===== src/rtl/raee_pkg.sv =====
package raee_pkg;
	// ==========================================
	// vector numbers and table shape
	localparam int unsigned VEC_W = 6;
	localparam logic [VEC_W-1:0] VEC_RESET = 6'h00;
	localparam logic [VEC_W-1:0] VEC_NMI = 6'h03;
	localparam logic [VEC_W-1:0] VEC_ADDR_BREAK = 6'h05;
	localparam logic [VEC_W-1:0] VEC_EXT_FIRST = 6'h06;
	localparam logic [VEC_W-1:0] VEC_WAKE_FIRST = 6'h0b;
	localparam logic [VEC_W-1:0] VEC_INT_FIRST = 6'h13;
	localparam int unsigned NUM_EXT = 5;
	localparam int unsigned NUM_WAKE = 8;
	localparam int unsigned NUM_INTERNAL = 25;
	// maskable sources in priority order: ext 0..4, wakeup 0..7, internal 0..24
	localparam int unsigned NUM_MASKABLE = NUM_EXT + NUM_WAKE + NUM_INTERNAL;
	localparam int unsigned ADDR_W = 16;
	localparam logic [ADDR_W-1:0] RESET_VEC_ADDR = 16'h0000;
	// ==========================================
	// entry timing in states
	localparam int unsigned SAVE_STATES = 4;
	localparam int unsigned FETCH_STATES = 2;
	localparam logic [2:0] SAVE_LAST = 3'h3;
	localparam logic [2:0] FETCH_LAST = 3'h1;
	localparam logic [2:0] CNT_ZERO = 3'h0;
	localparam logic [2:0] CNT_ONE = 3'h1;
	typedef enum logic [2:0] {RAEE_RESET, RAEE_INIT, RAEE_RUN, RAEE_SAVE, RAEE_FETCH} raee_state_t;
endpackage


===== src/rtl/raee_core.sv =====
// Contract
// - reset outranks every interrupt including non-maskable request
// - reset handling starts as soon as external reset is released
// - watchdog overflow runs the same reset sequence as the pin
// - mask bit blocks all but non-maskable and address break
// - interrupt entry waits until current instruction completes
// - highest-priority pending request is serviced first
// - vector numbers fixed: 0,3,5,6-10,11-18,19-43
// - vectors 1, 2, 4 reserved, never given to user sources
// - reset from pin low, power-on detector, or watchdog overflow
// - any reset halts processing and holds until source removed
// - first reset step initialises state and sets mask bit
// - read reset vector at 0000/0001, load counter, start fetching
// - all interrupts masked after reset until first instruction ran
// - entry saves counter and flags in 4 states, vector in 2
module raee_core
	import raee_pkg::*;
(
	// clock and reset
	input  wire logic                  mclk,
	input  wire logic                  rst_b,
	// reset sources
	input  wire logic                  externalResetInputLow_b,
	input  wire logic                  powerOnDetect,
	input  wire logic                  watchdogOverflow,
	// interrupt sources
	input  wire logic                  nmiReq,
	input  wire logic                  addrBreakReq,
	input  wire logic [NUM_EXT-1:0]    extReq,
	input  wire logic [NUM_WAKE-1:0]   wakeReq,
	input  wire logic [NUM_INTERNAL-1:0] internalReq,
	// sequencer side
	input  wire logic                  instrDone,
	input  wire logic                  maskWrEn,
	input  wire logic                  maskWrVal,
	input  wire logic [ADDR_W-1:0]     vecData,
	output logic                       coreHalt,
	output logic                       initPulse,
	output logic                       stackSave,
	output logic                       vecRead,
	output logic [ADDR_W-1:0]          vecAddr,
	output logic                       pcLoad,
	output logic [ADDR_W-1:0]          pcValue,
	output logic                       intMask,
	output logic [VEC_W-1:0]           activeVec
);
	// ==========================================
	// reset sources
	logic resetReq;
	assign resetReq = !externalResetInputLow_b || powerOnDetect || watchdogOverflow;

	// ==========================================
	// request masking and priority
	logic [NUM_MASKABLE-1:0] maskable;
	logic                    maskHit;
	logic [VEC_W-1:0]        maskVec;
	logic                    firstDone_ff, nxt_firstDone;
	logic                    intMask_ff, nxt_intMask;
	// mask bit gates maskable group only
	assign maskable = (intMask_ff || !firstDone_ff) ? '0 : {internalReq, wakeReq, extReq};

	raee_prio u_prio
	(
		.reqVec (maskable),
		.hit    (maskHit),
		.vecNum (maskVec)
	);

	logic             anyReq;
	logic [VEC_W-1:0] pickVec;
	// fixed vector numbers, 1, 2, 4 never chosen
	always_comb
	begin
		anyReq = 1'b1;
		pickVec = VEC_NMI;
		if (!firstDone_ff)
			anyReq = 1'b0;
		else if (nmiReq)
			pickVec = VEC_NMI;
		else if (addrBreakReq)
			pickVec = VEC_ADDR_BREAK;
		else if (maskHit)
			pickVec = maskVec;
		else
			anyReq = 1'b0;
	end

	// ==========================================
	// entry sequencer
	raee_state_t      state_ff, nxt_state;
	logic [2:0]       cnt_ff, nxt_cnt;
	logic [VEC_W-1:0] vec_ff, nxt_vec;
	logic [ADDR_W-1:0] pc_ff, nxt_pc;
	logic             pcLoad_ff, nxt_pcLoad;

	always_comb
	begin
		nxt_state = state_ff;
		nxt_cnt = cnt_ff;
		nxt_vec = vec_ff;
		nxt_pc = pc_ff;
		nxt_pcLoad = 1'b0;
		nxt_intMask = intMask_ff;
		nxt_firstDone = firstDone_ff;
		if (maskWrEn && state_ff == RAEE_RUN)
			nxt_intMask = maskWrVal;
		// reset first, hold while source present
		if (resetReq)
		begin
			nxt_state = RAEE_RESET;
			nxt_cnt = CNT_ZERO;
			nxt_vec = VEC_RESET;
			nxt_intMask = 1'b1;
			nxt_firstDone = 1'b0;
		end
		else
		begin
			unique case (state_ff)
				RAEE_RESET:
				begin
					nxt_state = RAEE_INIT;
					nxt_intMask = 1'b1;
				end
				RAEE_INIT:
				begin
					nxt_state = RAEE_FETCH;
					nxt_cnt = CNT_ZERO;
				end
				RAEE_RUN:
				begin
					if (instrDone)
						nxt_firstDone = 1'b1;
					if (instrDone && anyReq)
					begin
						nxt_state = RAEE_SAVE;
						nxt_cnt = CNT_ZERO;
						nxt_vec = pickVec;
					end
				end
				RAEE_SAVE:
				begin
					nxt_cnt = cnt_ff + CNT_ONE;
					if (cnt_ff == SAVE_LAST)
					begin
						nxt_state = RAEE_FETCH;
						nxt_cnt = CNT_ZERO;
						nxt_intMask = 1'b1;
					end
				end
				RAEE_FETCH:
				begin
					nxt_cnt = cnt_ff + CNT_ONE;
					if (cnt_ff == FETCH_LAST)
					begin
						nxt_pc = vecData;
						nxt_pcLoad = 1'b1;
						nxt_state = RAEE_RUN;
						nxt_cnt = CNT_ZERO;
					end
				end
			endcase
		end
	end

	always_ff @(posedge mclk or negedge rst_b)
	begin
		if (!rst_b)
		begin
			state_ff <= RAEE_RESET;
			cnt_ff <= CNT_ZERO;
			vec_ff <= VEC_RESET;
			pc_ff <= RESET_VEC_ADDR;
			pcLoad_ff <= 1'b0;
			intMask_ff <= 1'b1;
			firstDone_ff <= 1'b0;
		end
		else
		begin
			state_ff <= nxt_state;
			cnt_ff <= nxt_cnt;
			vec_ff <= nxt_vec;
			pc_ff <= nxt_pc;
			pcLoad_ff <= nxt_pcLoad;
			intMask_ff <= nxt_intMask;
			firstDone_ff <= nxt_firstDone;
		end
	end

	// ==========================================
	// outputs
	assign coreHalt = (state_ff != RAEE_RUN);
	assign initPulse = (state_ff == RAEE_INIT);
	assign stackSave = (state_ff == RAEE_SAVE);
	assign vecRead = (state_ff == RAEE_FETCH);
	// byte address is twice the vector number
	assign vecAddr = {{(ADDR_W-VEC_W-1){1'b0}}, vec_ff, 1'b0};
	assign pcLoad = pcLoad_ff;
	assign pcValue = pc_ff;
	assign intMask = intMask_ff;
	assign activeVec = vec_ff;

	// ==========================================
	// checks
	property p_resetWins;
		@(posedge mclk) disable iff (!rst_b) resetReq |=> state_ff == RAEE_RESET;
	endproperty
	a_resetWins: assert property (p_resetWins) else $error("reset did not win");

	property p_release;
		@(posedge mclk) disable iff (!rst_b || resetReq)
			state_ff == RAEE_RESET && !resetReq |=> state_ff == RAEE_INIT ##1 vecRead && vecAddr == RESET_VEC_ADDR;
	endproperty
	a_release: assert property (p_release) else $error("reset release sequence wrong");

	property p_wdog;
		@(posedge mclk) disable iff (!rst_b) watchdogOverflow |=> state_ff == RAEE_RESET && intMask_ff;
	endproperty
	a_wdog: assert property (p_wdog) else $error("watchdog reset not taken");

	property p_maskBlocks;
		@(posedge mclk) disable iff (!rst_b)
			state_ff == RAEE_RUN && intMask_ff && !nmiReq && !addrBreakReq && !resetReq |=> state_ff != RAEE_SAVE;
	endproperty
	a_maskBlocks: assert property (p_maskBlocks) else $error("masked request taken");

	property p_boundary;
		@(posedge mclk) disable iff (!rst_b) state_ff == RAEE_RUN && !instrDone |=> state_ff != RAEE_SAVE;
	endproperty
	a_boundary: assert property (p_boundary) else $error("entry without instruction end");

	property p_nmiFirst;
		@(posedge mclk) disable iff (!rst_b)
			state_ff == RAEE_RUN && instrDone && nmiReq && firstDone_ff && !resetReq |=> activeVec == VEC_NMI;
	endproperty
	a_nmiFirst: assert property (p_nmiFirst) else $error("nmi not first");

	property p_reserved;
		@(posedge mclk) disable iff (!rst_b) stackSave |-> activeVec != 6'h01 && activeVec != 6'h02 && activeVec != 6'h04;
	endproperty
	a_reserved: assert property (p_reserved) else $error("reserved vector used");

	property p_timing;
		@(posedge mclk) disable iff (!rst_b || resetReq)
			$rose(stackSave) |-> stackSave [*4] ##1 vecRead [*2] ##1 pcLoad;
	endproperty
	a_timing: assert property (p_timing) else $error("entry timing wrong");

	property p_pcLoad;
		@(posedge mclk) disable iff (!rst_b) pcLoad |-> pcValue == $past(vecData);
	endproperty
	a_pcLoad: assert property (p_pcLoad) else $error("counter not loaded from vector");
endmodule


===== src/rtl/raee_prio.sv =====
module raee_prio
	import raee_pkg::*;
(
	// masked request vector, index 0 highest
	input  wire logic [NUM_MASKABLE-1:0] reqVec,
	// result
	output logic                         hit,
	output logic [VEC_W-1:0]             vecNum
);
	// ==========================================
	// fixed priority: lowest index wins
	always_comb
	begin
		hit = 1'b0;
		vecNum = VEC_RESET;
		for (int i = NUM_MASKABLE - 1; i >= 0; i--)
		begin
			if (reqVec[i])
			begin
				hit = 1'b1;
				vecNum = VEC_EXT_FIRST + VEC_W'(i);
			end
		end
	end
endmodule


===== config.mk =====
export PLATFORM = sky130hd
export DESIGN_NAME = raee_core
export DESIGN_NICKNAME = d
export VERILOG_FILES = /design/src/rtl/raee_pkg.sv /design/src/rtl/raee_core.sv /design/src/rtl/raee_prio.sv
export SDC_FILE = /design/constraint.sdc
export NUM_CORES = 1
export LEC_CHECK = 0
export ABC_AREA = 1
export CAP_MARGIN = 20
export CELL_PAD_IN_SITES_DETAIL_PLACEMENT = 1
export CELL_PAD_IN_SITES_GLOBAL_PLACEMENT = 1
export CORE_UTILIZATION = 42
export CTS_BUF_LIST = sky130_fd_sc_hd__clkbuf_16
export DETAILED_ROUTE_END_ITERATION = 10
export DONT_BUFFER_PORTS = 1
export PLACE_DENSITY = 0.78
export SLEW_MARGIN = 20
export SYNTH_ARGS = -nofsm -noshare
export SYNTH_HDL_FRONTEND = slang
export SYNTH_SLANG_ARGS = --single-unit

===== constraint.sdc =====
create_clock -name mclk -period 3.3 [get_ports mclk]
set_input_delay 0.33 -clock mclk [delete_from_list [all_inputs] [get_ports mclk]]
set_output_delay 0.33 -clock mclk [all_outputs]
set_load 0.1 [all_outputs]

==> flow_metrics.tcl <==
set metrics [dict create \
    critical_path_class "flip-flop to flip-flop" \
    crit_top_cell "nand2_1" \
    p_per_area_nw_per_um2 412 \
    grt_antenna_before_repair 0 \
    final_common_cell "nand2_1" \
    critical_path_required_ns 3.46 \
    die-area_um2 5440 \
    place_inst 389 \
    port_buffers 0 \
    die_h_um 73.8 \
    hold_class "input port to flip-flop" \
    crit_start "intMask" \
    yosys.area.top_type_share_pct 34.7 \
    cp_num_buf_inv 2 \
    arrival_ns 2.97 \
    cts_sinks 31 \
    clockBufferDepth 2 \
    synthTopCellsByArea "dfrtp_1 (35%), nand2_1 (28%), nor2_1 (6.1%)" \
    most-common-layout-cells "nand2_1 (161), nor2_1 (32), dfrtp_1 (24)" \
    ctsRootBufferMaster "clkbuf_16" \
    yosys.area_share.simple_pct 41.6 \
    fillCellCount 673 \
    r2r-start "intMask" \
    post-dp-hpwl_um 4100 \
    min_path_cells 1 \
    clock_latency_ns 0.27 \
    crit_path_end_kind "flip-flop" \
    yosysUniqueCellTypes 29 \
    num_io_pins 108 \
    final-hold-violation-count 0 \
    seq_area_um2 785 \
    synth_mux_area_share_pct 0 \
    ys_seq_elements 31 \
    min_from "nmiReq" \
    gp_congestion 0.797 \
    cts_tree "done" \
    grt_use_met1_pct 24.0 \
    area_growth_syn_to_layout_pct 7.58 \
    synth_compound_area_share_pct 7.69 \
    finalNonFillerCells 399 \
    final.setup.tns_ns 0 \
    post_cts_buffers 0 \
    cpLargestDelayFamily "simple AND/OR/NAND/NOR gates" \
    period_minus_slack_ns 2.80 \
    wire_per_inst_um 13.2 \
    synth_area_um2 2160 \
    drive_gt1_share_pct 11.7 \
    synthCells 329 \
    slew_headroom_pct 29.9 \
    status "finished, final reports clean" \
    use_met3_pct 5.62 \
    setup_viol 0 \
    rows 25 \
    ant_nets 0 \
    drt_iter0_drc 83 \
    worstMarginPinSlew_ns 1.05 \
    die_w_um 73.8 \
    grt.met2_usage_pct 35.3 \
    core_area_um2 4850 \
    fin_total_pwr_w 0.000958 \
    synth.largest_area_cell "dfrtp_1" \
    path_clk_slew_ns 0.05 \
    ctsHoldBuffers 2 \
    cpMaxStageDelayCell "dfstp_2" \
    clock_skew_ns 0.00457 \
    cp_num_cells 41 \
    start_kind "flip-flop" \
    grtUsageTotal_pct 20.1 \
    grt.busiest_layer "met2" \
    max_clock_freq_mhz 357 \
    htreeDepth 2 \
    synthXorXnorAreaFrac_pct 0 \
    ys_seq_area_share_pct 35.9 \
    diodes 0 \
    path_max_fanout 37 \
    reg2reg_depth 41 \
    vdd_ir_drop_max_uv 233 \
    final_nets 399 \
    routed_wl_um 5270 \
    via_per_inst 4.98 \
    power.leakage_nw 1.35 \
    grt-ovfl-total 0 \
    grt_pass1_vias 1949 \
    critPathMaxStageDelay_ns 0.52 \
    multi_input_area_um2 1170 \
    place_area_um2 2160 \
    syn_avg_cell_area_um2 6.58 \
    final.period_utilization_pct 85.0 \
    grt_pass1_wl_um 8460 \
    yosys_warnings 0 \
    cts_resized 0 \
    rrSetupSlack_ns 0.50 \
    max_cap_violations 0 \
    synthAdderAreaFrac_pct 2.31 \
    rsz0062_at_grt "false" \
    numCtsBuffers 5 \
    remaining_drc_errors 0 \
    drv_slew 0 \
    floorplan.initialDensity_pct 44.6 \
    grt_max_degree 38 \
    drtPass1Iterations 4 \
    synth_top_family_by_area "simple AND/OR/NAND/NOR gates" \
    via_count 1987 \
    fin_area_um2 2330 \
]
==> where the power goes <==
part	switching (W)	leakage, nW	total, W	internal [W]
registers	0.0000610	0.414	0.000448	0.000387
logic	0.0000760	0.860	0.0000868	0.0000107
clock network	0.000152	0.0724	0.000424	0.000271
total	0.000289	1.35	0.000958	0.000669
==> metal layers <==
metal	share of wire [%]	wire [um]	vias up
met5	0	0	-
met2	47	2500	77
met1	44	2330	896
met3	7.7	407	5
met4	0.70	37	0
li1	-	-	1009
==> final timing paths <==
check / end
worst max-delay path: activeVec[0]
worst min-delay path: activeVec[2]
worst max register to register: activeVec[0]
worst min register to register: cnt_ff[0]
max in group asynchronous: intMask
min in group asynchronous: pcValue[10]
==> state kept, by name, indices dropped and copies added (netlist names) <==
| name | flops |
|---|---|
| activeVec | 6 |
| cnt_ff | 3 |
| firstDone_ff | 1 |
| intMask | 1 |
| pcLoad | 1 |
| pcValue | 16 |
| state_ff | 3 |
==> per-stage QoR <==
step,hold WS (ns),worst slack (ns),util (%)
after global placement,0.0350,0.598,44.5
after detailed placement,0.0350,0.459,44.5
after CTS,0.140,0.441,48.0
after floorplan,0.0344,0.177,-
after global routing,0.148,0.0203,48.0
final,0.143,0.496,48.0
==> cell families after synthesis <==
logic type / after synthesis
other: 1
and+or+nand+nor: 223
DFF: 31
adders and majority gates: 4
AOI/OAI and AO/OA: 27
buffers and inverters: 43
==> area by class of cell <==
type | instances | share of cell area, %
inverters | 22 | 3.76
repair buffers | 7 | 2.90
clock inverters | 3 | 0.538
well taps | 67 | 3.60
clock buffers | 5 | 5.38
multi-input cells | 264 | 50.1
flip-flops and latches | 31 | 33.7
==> cells in the mapped netlist <==
library cell  count
nand2_1         161
nor2_1           35
dfrtp_1          30
inv_1            20
buf_4            16
nand2_2          12
nand3_1           7
o21ai_0           7
nor3_1            6
a21oi_1           5
ha_1              4
o21ai_1           3
o21bai_1          3
buf_12            2
clkbuf_1          2
o31ai_1           2
o41ai_1           2
a211oi_1          1
a21boi_1          1
a221oi_1          1
a31oi_1           1
buf_6             1
conb_1            1
dfstp_2           1
inv_2             1
inv_6             1
nand2_4           1
nor4_2            1
o22ai_1           1
(Power assumes the default switching activity.)
